File: src/core/err_policy_pkg.sv
// Operation
// - SERR with its NMI option enabled raises an NMI and logs an error.
// - PERR with its NMI option effective raises an NMI and logs an error.
// - PERR option only counts and reads back while the SERR option is on.
// - AER support off masks every AER error; support is on after reset.
// - Held catastrophic error resets system when enabled; short pulse only gives SMI.
// - Catastrophic error never resets the system while that reset is disabled.
// - Fatal error monitor timeout resets the system when that reset is enabled.
// - Fatal error monitor timeout never resets the system while disabled.
// - Without a configuration clear, stay-off policy keeps DC power off when AC returns.
// - Power-on policy always switches DC on when AC returns.
// - Without a configuration clear, last-state policy restores DC only if it was on and running before.
// - After a configuration clear, AC return always powers the system on.
package err_policy_pkg;

  // ***************************************************************
  // Register map
  // ***************************************************************
  localparam int                 ADDR_W            = 8;
  localparam logic [ADDR_W-1:0]  CTRL_OFFSET       = 8'h00;
  localparam logic [ADDR_W-1:0]  STATUS_OFFSET     = 8'h04;
  localparam logic [ADDR_W-1:0]  IRQ_STATUS_OFFSET = 8'h08;
  localparam logic [ADDR_W-1:0]  IRQ_CLEAR_OFFSET  = 8'h0C;
  localparam logic [ADDR_W-1:0]  IRQ_ENABLE_OFFSET = 8'h10;

  localparam int CTRL_W          = 7;
  localparam int SERR_NMI_BIT    = 0;
  localparam int PERR_NMI_BIT    = 1;
  localparam int AER_EN_BIT      = 2;
  localparam int RST_CATASTROPHIC_ERROR_IN_BIT  = 3;
  localparam int RST_FATAL_BIT   = 4;
  localparam int POLICY_LSB      = 5;
  localparam logic [31:0] CTRL_RESET = 32'h0000_000C;

  localparam logic [1:0] POLICY_STAY_OFF = 2'h0;
  localparam logic [1:0] POLICY_LAST     = 2'h1;
  localparam logic [1:0] POLICY_POWER_ON = 2'h2;

  // ***************************************************************
  // Interrupt events
  // ***************************************************************
  localparam int EVT_W          = 7;
  localparam int EVT_SERR       = 0;
  localparam int EVT_PERR       = 1;
  localparam int EVT_AER        = 2;
  localparam int EVT_SMI        = 3;
  localparam int EVT_CAT_RESET  = 4;
  localparam int EVT_FAT_RESET  = 5;
  localparam int EVT_POLICY_BMC = 6;
  localparam logic [EVT_W-1:0] IRQ_ENABLE_RESET = 7'h00;

  localparam logic [1:0] AXI_OKAY   = 2'h0;
  localparam logic [1:0] AXI_SLVERR = 2'h2;

  // ***************************************************************
  // Timing
  // ***************************************************************
  localparam int CLK_PERIOD_NS       = 50;
  localparam int CATASTROPHIC_ERROR_IN_HOLD_NS      = 16000;
  localparam int CATASTROPHIC_ERROR_IN_HOLD_CYCLES  = (CATASTROPHIC_ERROR_IN_HOLD_NS + CLK_PERIOD_NS - 1) / CLK_PERIOD_NS;
  localparam int FATAL_TIMEOUT_NS    = 1000000;
  localparam int FATAL_TIMEOUT_CYCLES = (FATAL_TIMEOUT_NS + CLK_PERIOD_NS - 1) / CLK_PERIOD_NS;
  localparam int RESET_PULSE_NS      = 1000;
  localparam int RESET_PULSE_CYCLES  = (RESET_PULSE_NS + CLK_PERIOD_NS - 1) / CLK_PERIOD_NS;

  // ***************************************************************
  // Pin groups
  // ***************************************************************
  typedef struct packed {
    logic serr;
    logic perr;
    logic aer;
    logic catastrophic_error_in;
    logic fatal_error_in;
  } err_pins_type;

  typedef struct packed {
    logic ac_present;
    logic running;
    logic power_button;
    logic config_cleared;
  } pwr_pins_type;

endpackage : err_policy_pkg

File: src/core/platform_error_reset_policy.sv
// The register offsets and register access over AXI4-Lite were left to the implementer.
`timescale 1ns/1ps
`default_nettype none
module platform_error_reset_policy #(
  parameter int FATAL_TIMEOUT = err_policy_pkg::FATAL_TIMEOUT_CYCLES
) (
  input  wire logic                          clk_sys,
  input  wire logic                          rst,
  input  wire logic [err_policy_pkg::ADDR_W-1:0] s_axi_awaddr,
  input  wire logic                          s_axi_awvalid,
  output logic                               s_axi_awready,
  input  wire logic [31:0]                   s_axi_wdata,
  input  wire logic [3:0]                    s_axi_wstrb,
  input  wire logic                          s_axi_wvalid,
  output logic                               s_axi_wready,
  output logic [1:0]                         s_axi_bresp,
  output logic                               s_axi_bvalid,
  input  wire logic                          s_axi_bready,
  input  wire logic [err_policy_pkg::ADDR_W-1:0] s_axi_araddr,
  input  wire logic                          s_axi_arvalid,
  output logic                               s_axi_arready,
  output logic [31:0]                        s_axi_rdata,
  output logic [1:0]                         s_axi_rresp,
  output logic                               s_axi_rvalid,
  input  wire logic                          s_axi_rready,
  input  wire err_policy_pkg::err_pins_type  err_pins,
  input  wire err_policy_pkg::pwr_pins_type  pwr_pins,
  input  wire logic                          bmc_policy_toggle,
  input  wire logic [1:0]                    bmc_policy,
  output logic                               nmi_out,
  output logic                               smi_out,
  output logic                               sys_reset_out,
  output logic                               aer_mask_out,
  output logic                               dc_power_on_out,
  output logic                               error_log_valid,
  output logic [1:0]                         error_log_code,
  output logic                               policy_to_bmc_valid,
  output logic [1:0]                         policy_to_bmc,
  output logic                               irq_out
);
  import err_policy_pkg::*;

  typedef enum logic [1:0] {PWR_NO_AC, PWR_OFF, PWR_ON} pwr_state_type;

  localparam int RST_CNT_W = $clog2(RESET_PULSE_CYCLES + 1);
  localparam logic [RST_CNT_W-1:0] RST_LOAD = RST_CNT_W'(RESET_PULSE_CYCLES);

  // ***************************************************************
  // Input synchronisers
  // ***************************************************************
  logic [11:0]  pins_s;
  err_pins_type err_s;
  pwr_pins_type pwr_s;
  logic         bmc_tog_s;
  logic [1:0]   bmc_pol_s;

  sync2 #(.WIDTH(12)) u_sync (
    .clk_sys (clk_sys),
    .rst     (rst),
    .d       ({err_pins, pwr_pins, bmc_policy_toggle, bmc_policy}),
    .q       (pins_s)
  );

  assign err_s     = pins_s[11:7];
  assign pwr_s     = pins_s[6:3];
  assign bmc_tog_s = pins_s[2];
  assign bmc_pol_s = pins_s[1:0];

  // ***************************************************************
  // Register state
  // ***************************************************************
  logic [CTRL_W-1:0]    ctrl_reg;
  logic [CTRL_W-1:0]    ctrl_next;
  logic [EVT_W-1:0]     irq_status_reg;
  logic [EVT_W-1:0]     irq_status_next;
  logic [EVT_W-1:0]     irq_en_reg;
  logic [EVT_W-1:0]     irq_en_next;
  err_pins_type         err_prev_reg;
  logic                 pwr_btn_prev_reg;
  logic                 bmc_tog_prev_reg;
  logic                 cat_exp_prev_reg;
  logic                 fat_exp_prev_reg;
  logic                 was_on_reg;
  logic                 was_on_next;
  logic [RST_CNT_W-1:0] rst_cnt_reg;
  logic [RST_CNT_W-1:0] rst_cnt_next;
  pwr_state_type        pwr_state_reg;
  pwr_state_type        pwr_state_next;

  // ***************************************************************
  // Bus slave
  // ***************************************************************
  logic              aw_have_reg;
  logic              w_have_reg;
  logic [ADDR_W-1:0] awaddr_reg;
  logic [31:0]       wdata_reg;
  logic              wstrb0_reg;
  wire               aw_take  = s_axi_awvalid & s_axi_awready;
  wire               w_take   = s_axi_wvalid & s_axi_wready;
  wire               wr_fire  = aw_have_reg & w_have_reg & ~s_axi_bvalid;
  wire               b_next   = wr_fire | (s_axi_bvalid & ~s_axi_bready);
  wire               aw_next  = ~wr_fire & (aw_have_reg | aw_take);
  wire               w_next   = ~wr_fire & (w_have_reg | w_take);
  wire               ar_take  = s_axi_arvalid & s_axi_arready;
  wire               r_next   = ar_take | (s_axi_rvalid & ~s_axi_rready);

  wire wr_ctrl    = wr_fire & wstrb0_reg & (awaddr_reg == CTRL_OFFSET);
  wire wr_clear   = wr_fire & wstrb0_reg & (awaddr_reg == IRQ_CLEAR_OFFSET);
  wire wr_enable  = wr_fire & wstrb0_reg & (awaddr_reg == IRQ_ENABLE_OFFSET);
  wire wr_mapped  = (awaddr_reg == CTRL_OFFSET) | (awaddr_reg == IRQ_CLEAR_OFFSET) |
                    (awaddr_reg == IRQ_ENABLE_OFFSET) | (awaddr_reg == STATUS_OFFSET) |
                    (awaddr_reg == IRQ_STATUS_OFFSET);
  wire rd_mapped  = (s_axi_araddr == CTRL_OFFSET) | (s_axi_araddr == STATUS_OFFSET) |
                    (s_axi_araddr == IRQ_STATUS_OFFSET) | (s_axi_araddr == IRQ_CLEAR_OFFSET) |
                    (s_axi_araddr == IRQ_ENABLE_OFFSET);

  always_ff @(posedge clk_sys) begin
    if (rst) begin
      aw_have_reg   <= 1'b0;
      w_have_reg    <= 1'b0;
      awaddr_reg    <= '0;
      wdata_reg     <= '0;
      wstrb0_reg    <= 1'b0;
      s_axi_awready <= 1'b0;
      s_axi_wready  <= 1'b0;
      s_axi_bvalid  <= 1'b0;
      s_axi_bresp   <= AXI_OKAY;
    end else begin
      aw_have_reg   <= aw_next;
      w_have_reg    <= w_next;
      s_axi_awready <= ~aw_next & ~b_next;
      s_axi_wready  <= ~w_next & ~b_next;
      s_axi_bvalid  <= b_next;
      if (aw_take) begin
        awaddr_reg <= s_axi_awaddr;
      end
      if (w_take) begin
        wdata_reg  <= s_axi_wdata;
        wstrb0_reg <= s_axi_wstrb[0];
      end
      if (wr_fire) begin
        s_axi_bresp <= wr_mapped ? AXI_OKAY : AXI_SLVERR;
      end
    end
  end

  // ***************************************************************
  // Error policy
  // ***************************************************************
  wire       serr_en    = ctrl_reg[SERR_NMI_BIT];
  wire       perr_eff   = ctrl_reg[SERR_NMI_BIT] & ctrl_reg[PERR_NMI_BIT];
  wire       aer_en     = ctrl_reg[AER_EN_BIT];
  wire [1:0] policy     = ctrl_reg[POLICY_LSB +: 2];
  wire       serr_rise  = err_s.serr & ~err_prev_reg.serr;
  wire       perr_rise  = err_s.perr & ~err_prev_reg.perr;
  wire       aer_rise   = err_s.aer & ~err_prev_reg.aer;
  wire       cat_rise   = err_s.catastrophic_error_in & ~err_prev_reg.catastrophic_error_in;
  wire       serr_nmi   = serr_rise & serr_en;
  wire       perr_nmi   = perr_rise & perr_eff;
  wire       aer_evt    = aer_rise & aer_en;
  logic      cat_exp;
  logic      fat_exp;

  // Pulse shorter than the hold time never reaches the reset path
  hold_timer #(.LIMIT(CATASTROPHIC_ERROR_IN_HOLD_CYCLES)) u_cat_hold (
    .clk_sys (clk_sys),
    .rst     (rst),
    .level   (err_s.catastrophic_error_in),
    .expired (cat_exp)
  );

  hold_timer #(.LIMIT(FATAL_TIMEOUT)) u_fatal_mon (
    .clk_sys (clk_sys),
    .rst     (rst),
    .level   (err_s.fatal_error_in),
    .expired (fat_exp)
  );

  wire cat_reset = cat_exp & ~cat_exp_prev_reg & ctrl_reg[RST_CATASTROPHIC_ERROR_IN_BIT];
  wire fat_reset = fat_exp & ~fat_exp_prev_reg & ctrl_reg[RST_FATAL_BIT];

  assign rst_cnt_next = (cat_reset | fat_reset) ? RST_LOAD :
                        (rst_cnt_reg != '0) ? rst_cnt_reg - 1'b1 : rst_cnt_reg;

  // ***************************************************************
  // Restore policy and DC power
  // ***************************************************************
  wire bmc_update = bmc_tog_s ^ bmc_tog_prev_reg;
  wire btn_rise   = pwr_s.power_button & ~pwr_btn_prev_reg;
  wire restore_on = pwr_s.config_cleared |
                    (policy == POLICY_POWER_ON) |
                    ((policy == POLICY_LAST) & was_on_reg);

  always_comb begin
    pwr_state_next = pwr_state_reg;
    was_on_next    = was_on_reg;
    case (pwr_state_reg)
      PWR_NO_AC: begin
        if (pwr_s.ac_present) begin
          pwr_state_next = restore_on ? PWR_ON : PWR_OFF;
        end
      end
      PWR_OFF: begin
        if (!pwr_s.ac_present) begin
          pwr_state_next = PWR_NO_AC;
          was_on_next    = 1'b0;
        end else if (btn_rise) begin
          pwr_state_next = PWR_ON;
        end
      end
      PWR_ON: begin
        if (!pwr_s.ac_present) begin
          pwr_state_next = PWR_NO_AC;
          was_on_next    = pwr_s.running;
        end else if (btn_rise) begin
          pwr_state_next = PWR_OFF;
        end
      end
      default: begin
        pwr_state_next = PWR_NO_AC;
      end
    endcase
  end

  // Controller owns the setting, so its update beats a same-cycle write
  always_comb begin
    ctrl_next = ctrl_reg;
    if (wr_ctrl) begin
      ctrl_next = wdata_reg[CTRL_W-1:0];
    end
    if (bmc_update) begin
      ctrl_next[POLICY_LSB +: 2] = bmc_pol_s;
    end
  end

  // ***************************************************************
  // Interrupts
  // ***************************************************************
  logic [EVT_W-1:0] evt;

  always_comb begin
    evt                 = '0;
    evt[EVT_SERR]       = serr_nmi;
    evt[EVT_PERR]       = perr_nmi;
    evt[EVT_AER]        = aer_evt;
    evt[EVT_SMI]        = cat_rise;
    evt[EVT_CAT_RESET]  = cat_reset;
    evt[EVT_FAT_RESET]  = fat_reset;
    evt[EVT_POLICY_BMC] = bmc_update;
  end

  // Set beats clear so an event in the clearing cycle survives
  assign irq_status_next = (irq_status_reg & ~(wr_clear ? wdata_reg[EVT_W-1:0] : '0)) | evt;
  assign irq_en_next     = wr_enable ? wdata_reg[EVT_W-1:0] : irq_en_reg;

  // ***************************************************************
  // Read mux
  // ***************************************************************
  logic [31:0] status_word;
  logic [31:0] ctrl_word;
  logic [31:0] rd_word;

  always_comb begin
    ctrl_word                  = {{(32 - CTRL_W){1'b0}}, ctrl_reg};
    ctrl_word[PERR_NMI_BIT]    = perr_eff;
    status_word                = '0;
    status_word[1:0]           = policy;
    status_word[2]             = dc_power_on_out;
    status_word[3]             = was_on_reg;
    status_word[4]             = pwr_s.ac_present;
    status_word[5]             = cat_exp;
    status_word[6]             = fat_exp;
    status_word[7]             = sys_reset_out;
    status_word[8]             = pwr_s.config_cleared;
  end

  assign rd_word = (s_axi_araddr == CTRL_OFFSET)       ? ctrl_word :
                   (s_axi_araddr == STATUS_OFFSET)     ? status_word :
                   (s_axi_araddr == IRQ_STATUS_OFFSET) ? {{(32 - EVT_W){1'b0}}, irq_status_reg} :
                   (s_axi_araddr == IRQ_ENABLE_OFFSET) ? {{(32 - EVT_W){1'b0}}, irq_en_reg} :
                   32'h0000_0000;

  always_ff @(posedge clk_sys) begin
    if (rst) begin
      s_axi_arready <= 1'b0;
      s_axi_rvalid  <= 1'b0;
      s_axi_rdata   <= '0;
      s_axi_rresp   <= AXI_OKAY;
    end else begin
      s_axi_arready <= ~r_next;
      s_axi_rvalid  <= r_next;
      if (ar_take) begin
        s_axi_rdata <= rd_word;
        s_axi_rresp <= rd_mapped ? AXI_OKAY : AXI_SLVERR;
      end
    end
  end

  // ***************************************************************
  // State and outputs
  // ***************************************************************
  always_ff @(posedge clk_sys) begin
    if (rst) begin
      ctrl_reg         <= CTRL_RESET[CTRL_W-1:0];
      irq_status_reg   <= '0;
      irq_en_reg       <= IRQ_ENABLE_RESET;
      err_prev_reg     <= '0;
      pwr_btn_prev_reg <= 1'b0;
      bmc_tog_prev_reg <= 1'b0;
      cat_exp_prev_reg <= 1'b0;
      fat_exp_prev_reg <= 1'b0;
      was_on_reg       <= 1'b0;
      rst_cnt_reg      <= '0;
      pwr_state_reg    <= PWR_NO_AC;
    end else begin
      ctrl_reg         <= ctrl_next;
      irq_status_reg   <= irq_status_next;
      irq_en_reg       <= irq_en_next;
      err_prev_reg     <= err_s;
      pwr_btn_prev_reg <= pwr_s.power_button;
      bmc_tog_prev_reg <= bmc_tog_s;
      cat_exp_prev_reg <= cat_exp;
      fat_exp_prev_reg <= fat_exp;
      was_on_reg       <= was_on_next;
      rst_cnt_reg      <= rst_cnt_next;
      pwr_state_reg    <= pwr_state_next;
    end
  end

  always_ff @(posedge clk_sys) begin
    if (rst) begin
      nmi_out             <= 1'b0;
      smi_out             <= 1'b0;
      sys_reset_out       <= 1'b0;
      aer_mask_out        <= 1'b0;
      dc_power_on_out     <= 1'b0;
      error_log_valid     <= 1'b0;
      error_log_code      <= 2'h0;
      policy_to_bmc_valid <= 1'b0;
      policy_to_bmc       <= POLICY_STAY_OFF;
      irq_out             <= 1'b0;
    end else begin
      nmi_out             <= serr_nmi | perr_nmi;
      error_log_valid     <= serr_nmi | perr_nmi;
      error_log_code      <= {perr_nmi, serr_nmi};
      smi_out             <= cat_rise;
      sys_reset_out       <= rst_cnt_next != '0;
      aer_mask_out        <= ~ctrl_next[AER_EN_BIT];
      dc_power_on_out     <= pwr_state_next == PWR_ON;
      policy_to_bmc_valid <= wr_ctrl & ~bmc_update;
      policy_to_bmc       <= ctrl_next[POLICY_LSB +: 2];
      irq_out             <= |(irq_status_next & irq_en_next);
    end
  end

endmodule : platform_error_reset_policy
`default_nettype wire

File: src/core/sync2.sv
`timescale 1ns/1ps
`default_nettype none
module sync2 #(
  parameter int WIDTH = 1
) (
  input  wire logic             clk_sys,
  input  wire logic             rst,
  input  wire logic [WIDTH-1:0] d,
  output logic      [WIDTH-1:0] q
);
  logic [WIDTH-1:0] meta_reg;

  always_ff @(posedge clk_sys) begin
    if (rst) begin
      meta_reg <= '0;
      q        <= '0;
    end else begin
      meta_reg <= d;
      q        <= meta_reg;
    end
  end
endmodule : sync2
`default_nettype wire

File: src/core/hold_timer.sv
`timescale 1ns/1ps
`default_nettype none
module hold_timer #(
  parameter int LIMIT = 16
) (
  input  wire logic clk_sys,
  input  wire logic rst,
  input  wire logic level,
  output logic      expired
);
  localparam int CNT_W = $clog2(LIMIT + 1);
  localparam logic [CNT_W-1:0] LIMIT_C = CNT_W'(LIMIT);

  logic [CNT_W-1:0] cnt_reg;

  // Any gap in the level restarts the count
  always_ff @(posedge clk_sys) begin
    if (rst || !level) begin
      cnt_reg <= '0;
      expired <= 1'b0;
    end else if (cnt_reg != LIMIT_C) begin
      cnt_reg <= cnt_reg + 1'b1;
      expired <= (cnt_reg + 1'b1) == LIMIT_C;
    end
  end
endmodule : hold_timer
`default_nettype wire

File: config.mk
export PLATFORM = sky130hd
export DESIGN_NAME = platform_error_reset_policy
export DESIGN_NICKNAME = d
export VERILOG_FILES = /design/src/core/err_policy_pkg.sv /design/src/core/platform_error_reset_policy.sv /design/src/core/sync2.sv /design/src/core/hold_timer.sv
export SDC_FILE = /design/constraint.sdc
export NUM_CORES = 1
export LEC_CHECK = 0
export BUFFER_PORTS_ARGS = -buffer_cell sky130_fd_sc_hd__buf_2
export CAP_MARGIN = 20
export CORE_UTILIZATION = 45
export CTS_CLUSTER_SIZE = 14
export DETAILED_ROUTE_END_ITERATION = 6
export PLACE_DENSITY = 0.79
export SYNTH_ARGS = -nofsm -noshare
export SYNTH_HDL_FRONTEND = slang
export SYNTH_SLANG_ARGS = --single-unit
File: constraint.sdc
create_clock -name clk_sys -period 3.3 [get_ports clk_sys]
set_clock_uncertainty 0.1 [all_clocks]
set_input_delay 0.66 -clock clk_sys [delete_from_list [all_inputs] [get_ports clk_sys]]
set_output_delay 0.66 -clock clk_sys [all_outputs]
set_load 0.01 [all_outputs]
# ---- Word level (Yosys, flattened, before mapping)
# Cells that the tools add are included.
dict set report classes {
  n_eq_ne 19
  mux 22
  addsub 3
  bitwise 68
  n_reduce_logical 12
}
# op n
set ops {}
lappend ops {{2-to-1 mux 7 bit} 5}
lappend ops {{== test 8 x 4 -> 1 bit, second input constant} 4}
lappend ops {{bitwise AND 1 bit} 30}
lappend ops {{2-to-1 mux 2 bit} 9}
lappend ops {{2-to-1 mux 9 bit} 2}
lappend ops {{inverter 1 bit} 17}
lappend ops {{== test 8 x 3 -> 1 bit, second input constant} 2}
lappend ops {{== test 8 x 5 -> 1 bit, second input constant} 2}
lappend ops {{zero test 8 bit} 2}
lappend ops {{bitwise OR 1 bit} 16}
lappend ops {{adder 15 x 1 -> 15 bit, second input constant} 1}
lappend ops {{== test 15 bit, second input constant} 1}
lappend ops {{!= test 15 bit, second input constant} 1}
lappend ops {{bitwise AND 7 bit} 2}
lappend ops {{2-to-1 mux 5 bit} 2}
lappend ops {{nonzero test 5 bit} 2}
lappend ops {{adder 9 x 1 -> 9 bit, second input constant} 1}
lappend ops {{== test 9 bit, second input constant} 1}
lappend ops {{!= test 9 bit, second input constant} 1}
lappend ops {{inverter 7 bit} 1}
lappend ops {{bitwise OR 7 bit} 1}
lappend ops {{OR reduction 7 bit} 1}
lappend ops {{== test 2 bit, second input constant} 3}
lappend ops {{case mux 2 bit (3 select lines)} 1}
lappend ops {{11 further kinds} 16}
dict set report totals {
  output_inout_bits 53
  elab_cells 167
  regBits 157
  inputBits 71
}

# ---- Longest topological paths before layout
dict set report depth {
  depth_word 10
  ltp_mapped 9
  ltp_nobuf 8
}

# ---- Modules after synthesis
# Synthesis repeated with hierarchy kept, for this count alone.
dict set report hier_totals {
  cells_unflattened 616
  area_unflattened_um2 5723.0
}
# mod n_inst seq_area_each_um2 cells_each area_per_inst_um2
set by_module_without_submodules {}
lappend by_module_without_submodules {platform_error_reset_policy 1 1601.5 395 3518.4}
lappend by_module_without_submodules {{hold_timer (u_fatal_mon)} 1 320.3 107 940.9}
lappend by_module_without_submodules {sync2 1 480.5 50 693.2}
lappend by_module_without_submodules {{hold_timer (u_cat_hold)} 1 200.2 64 570.5}

# ---- Worst setup path after synthesis
# No wires, ideal clock.
dict set report synth_timing {
  path_kind {register to register}
  from {reg awaddr_reg[0]}
  to {reg irq_out}
  arrival_time_ns 2.201
  path_buffers 1
  t_required_ns 3.075
  stages_incl_launch_ff 8
  synth_period_minus_slack_ns 2.426
  setup_time_ns 0.125
  path_slack_ns 0.874
  cell_sequence {dfxtp_1 > or4_4 > or4_4 > buf_6 > mux2i_1 > o22a_1 > o221ai_2 > o41a_1}
}
dict set report synth_via {
  elab_chain_cells 8
  word_cells_on_any_way 11
  classes_between {eq/ne (2); mux (2); bitwise (6); reduce/logical (1)}
}
# item line_no
set synth_rtl {}
lappend synth_rtl {{start: declaration} platform_error_reset_policy.sv:95} ;# logic [ADDR_W-1:0] awaddr_reg;
lappend synth_rtl {{start signal: assignment} platform_error_reset_policy.sv:135} ;# awaddr_reg <= s_axi_awaddr;
lappend synth_rtl {{== test 8 x 4 -> 1 bit} platform_error_reset_policy.sv:108} ;# wire wr_clear = wr_fire & wstrb0_reg & (awaddr_reg == IRQ_CLEAR_OFFSET);
lappend synth_rtl {{bitwise AND 1 bit} platform_error_reset_policy.sv:108}
lappend synth_rtl {{2-to-1 mux 7 bit} platform_error_reset_policy.sv:253} ;# assign irq_status_next = (irq_status_reg & ~(wr_clear ? wdata_reg[EVT_W-1:0] : '0)) | evt;
lappend synth_rtl {{inverter 7 bit} platform_error_reset_policy.sv:253}
lappend synth_rtl {{bitwise AND 7 bit} platform_error_reset_policy.sv:253}
lappend synth_rtl {{bitwise OR 7 bit} platform_error_reset_policy.sv:253}
lappend synth_rtl {{bitwise AND 7 bit *} platform_error_reset_policy.sv:352} ;# irq_out <= |(irq_status_next & irq_en_next);
lappend synth_rtl {{OR reduction 7 bit *} platform_error_reset_policy.sv:352}
lappend synth_rtl {{end signal: assignment} platform_error_reset_policy.sv:352}
lappend synth_rtl {{end: declaration} platform_error_reset_policy.sv:39} ;# output logic irq_out
# Every way passes the cells marked *; elsewhere a longest branch is shown, timed or not.
# A chain may end at the register's enable or synchronous reset.

# ---- Worst setup path after layout
# Same ends and word-level chain as after synthesis.

==> impl_metrics.csv <==
group,metric,value,unit
cells_and_area,nFillCells,1078,
critical_path,crit_cells,6,
critical_path,worstRegToRegCells,6,
placement,dpl.hpwl,7.53,mm
sta,period_share,0.802,
worst_hold_path,hold_path_class,"reg -> reg",
worst_hold_path,min_from,"u_sync.meta_reg[3]$_SDFF_PP0_",
routing,vias,4340,
sta,worst_slew_pin_slew,0.899,ns
critical_path,cpLargestDelayFamily,"simple AND/OR/NAND/NOR gates",
sta,max-slew-margin-rel,0.401,
clock_tree,clockBufferDepth,2,
placement,placement.io_buffers,70,
clock_tree,cts_root_buf,"clkbuf_16",
yosys,synthesis.area,5600,um^2
critical_path,regToRegSetupSlack,0.65,ns
critical_path,crit_path_start_kind,"flop",
yosys,ys.flop_type,"dfxtp_1",
clock_tree,htree_levels,4,
run_status,status,"completed",
flow_run,max-cap-violations,0,
routing,dr.pass1.iters,5,
sta,max_clock_freq,0.378,GHz
floorplan,dieHeight,114,um
yosys,synthArstFlopShare,0,
sta,rsz0062_at_grt,"no",
critical_path,crit_chain,"or4_4 -> nor4_1 -> nand2_1 -> a21boi_0 -> nor2_1 -> o41a_1",
yosys,synth.distinct_cells,55,
critical_path,critical_path_arrival,2.85,ns
cells_and_area,largest_register_ffs,15,
floorplan,die_width,114,um
global_routing,grt_overflow_total,0,
cells_and_area,most-common-layout-cells,"dfxtp_1, nor2_1, nand2_1",
clock_tree,cts_hold_buf,0,
worst_hold_path,hold_depth,1,
routing,antenna_left,0,
critical_path,r2r-start,"awaddr_reg[0]$_SDFFE_PP0P_",
placement,gp_congestion,0.844,
yosys,synth_area_per_cell,8.69,um^2
critical_path,path_buf_inv,0,
global_routing,grt_pass1_vias,3978,
global_routing,grt_usage,0.185,
yosys,synthCells,645,
placement,placed_cell_area,5930,um^2
floorplan,io_pins,124,
pwr,ir_worst_vdd,0.334,mV
cells_and_area,syn_to_final_growth,17.5,%
sta,timing_hold_violations_final,0,
cells_and_area,final_common_cell,"dfxtp_1",
clock_tree,post_cts_buffers,0,
floorplan,fp.coreArea,12100,um^2
critical_path,crit_fanout,5,
critical_path,endpoint_kind,"flop",
floorplan,start_util,0.465,
sta,setup_viol,0,
floorplan,std_cell_rows,40,
yosys,synth_edf_count,0,
global_routing,grt_max_degree,95,
floorplan,fp.dieArea,12900,um^2
sta,slew_violations,0,
routing,wl,11.1,mm
routing,wl_per_cell,12.6,um
critical_path,slowest_stage,"nor4_1",
clock_tree,cts_resized,0,
global_routing,grt_pass1_wl,18.5,mm
sta,setup_tns,0,ns
worst_hold_path,hold_path_end,"u_sync.q[3]$_SDFF_PP0_",
cells_and_area,drive_above_1_share,0.163,
routing,drt_iter0_markers,224,
cells_and_area,finish.instance_area,6580,um^2
clock_tree,numCtsBuffers,17,
critical_path,required,3.50,ns
critical_path,slowest_delay,0.69,ns
global_routing,antenna_found_initial,0,
yosys,ys.warnings.count,0,
routing,via_per_inst,4.93,
routing,drc,0,
sta,layout_min_cycle_time,2.65,ns
yosys,synth_seq_area_share,0.464,
critical_path,timing_worst_setup_path_type,"reg -> reg",
clock_tree,clk-insertion-delay-late,0.42,ns
cells_and_area,nets,781,
critical_path,r2r_end,"irq_out$_SDFF_PP0_",
cells_and_area,antenna_cells,0,
clock_tree,path_clk_slew,0.06,ns
pwr,leakagePower,2.66,nW
cells_and_area,utilization,0.546,
yosys,synth_seq_cells,130,
clock_tree,tritoncts,"built",
pwr,p_per_area,626,nW/um^2
clock_tree,cts.sinks,130,
## worst max-delay path by stage
| stage | startpoint | to | slack, ns |
|---|---|---|---|
| 3_5_place_dp | awaddr_reg[0]$_SDFFE_PP0P_ | irq_out$_SDFF_PP0_ | 0.75 |
| 2_1_floorplan | awaddr_reg[0]$_SDFFE_PP0P_ | irq_out$_SDFF_PP0_ | 0.87 |
| 5_1_grt | awaddr_reg[0]$_SDFFE_PP0P_ | irq_out$_SDFF_PP0_ | 0.58 |
| 3_3_place_gp | awaddr_reg[0]$_SDFFE_PP0P_ | irq_out$_SDFF_PP0_ | 0.73 |
| 6_report | awaddr_reg[0]$_SDFFE_PP0P_ | irq_out$_SDFF_PP0_ | 0.65 |
| 4_1_cts | awaddr_reg[0]$_SDFFE_PP0P_ | irq_out$_SDFF_PP0_ | 0.68 |
## worst reg2reg max path, stage by stage, from the launching register on
cell	delay, ns
dfxtp_1	0.31
or4_4	0.57
nor4_1	0.69
nand2_1	0.11
a21boi_0	0.26
nor2_1	0.08
o41a_1	0.41
## metal layers
| metal | global-route usage | wire [um] | vias up |
|---|---|---|---|
| li1 | - | - | 2228 |
| met1 | 0.229 | 5110 | 1983 |
| met2 | 0.294 | 5130 | 115 |
| met3 | 0.0600 | 677 | 14 |
| met4 | 0.0833 | 197 | 0 |
| met5 | 0 | 0 | - |
## cells in the mapped netlist, drive strengths merged, types with 4 or more instances
cell type,n,share of area
nor3b,8,0.011
xnor2,14,0.022
xor2,16,0.025
ha,11,0.025
clkbuf,31,0.021
o21ai,20,0.018
nand2b,4,0.0045
or4,6,0.0094
nand4b,4,0.0063
dfxtp,130,0.46
nor3,10,0.0089
nand4,5,0.0056
inv,20,0.013
nor2,83,0.056
buf,30,0.040
and2,5,0.0056
or3,5,0.0056
nor2b,36,0.040
nand3,10,0.0089
a22oi,9,0.012
nand2,74,0.050
a211oi,4,0.0054
mux2i,19,0.034
a21oi,43,0.038
nor4,5,0.0056
## final cells by class
class,count,area [um^2],share of cell area
clock buffers,18,439,0.0667
well taps,168,210,0.0319
inverters,20,75.1,0.0114
repair buffers,72,365,0.0555
multi-input cells,458,2680,0.406
flip-flops and latches,130,2600,0.395
clock inverters,14,216,0.0329
## cell families (layout without fill, tap and decap cells)
group | after synthesis | in the layout | synth area share
other | 1 | 25 | 0.000669
muxes | 20 | 20 | 0.0359
and+or+nand+nor | 274 | 274 | 0.246
adders and majority gates | 11 | 11 | 0.0246
xor gates and xnor gates | 30 | 30 | 0.0469
AOI/OAI and AO/OA | 98 | 98 | 0.107
DFF | 130 | 130 | 0.464
buffers and inverters | 81 | 124 | 0.0743
## report_power, final
group	total [mW]	internal, mW	switching (mW)	leakage [nW]
sequential	1.70	1.64	0.0637	1.06
clock	2.06	1.31	0.750	0.320
combinational	0.354	0.156	0.198	1.28
total	4.12	3.11	1.01	2.66
## stage by stage
step                      worst slack, ns  power [mW]  std cells  hold WS, ns
after floorplan                     0.874        2.02        669        0.293
after global placement              0.726        2.08        848        0.321
after detailed placement            0.754        2.09        848        0.322
after CTS                           0.676        4.15        880        0.330
after global routing                0.579        4.30        880        0.334
final                               0.653        4.12        880        0.335
No activity file was read; power rests on OpenSTA's default activity.
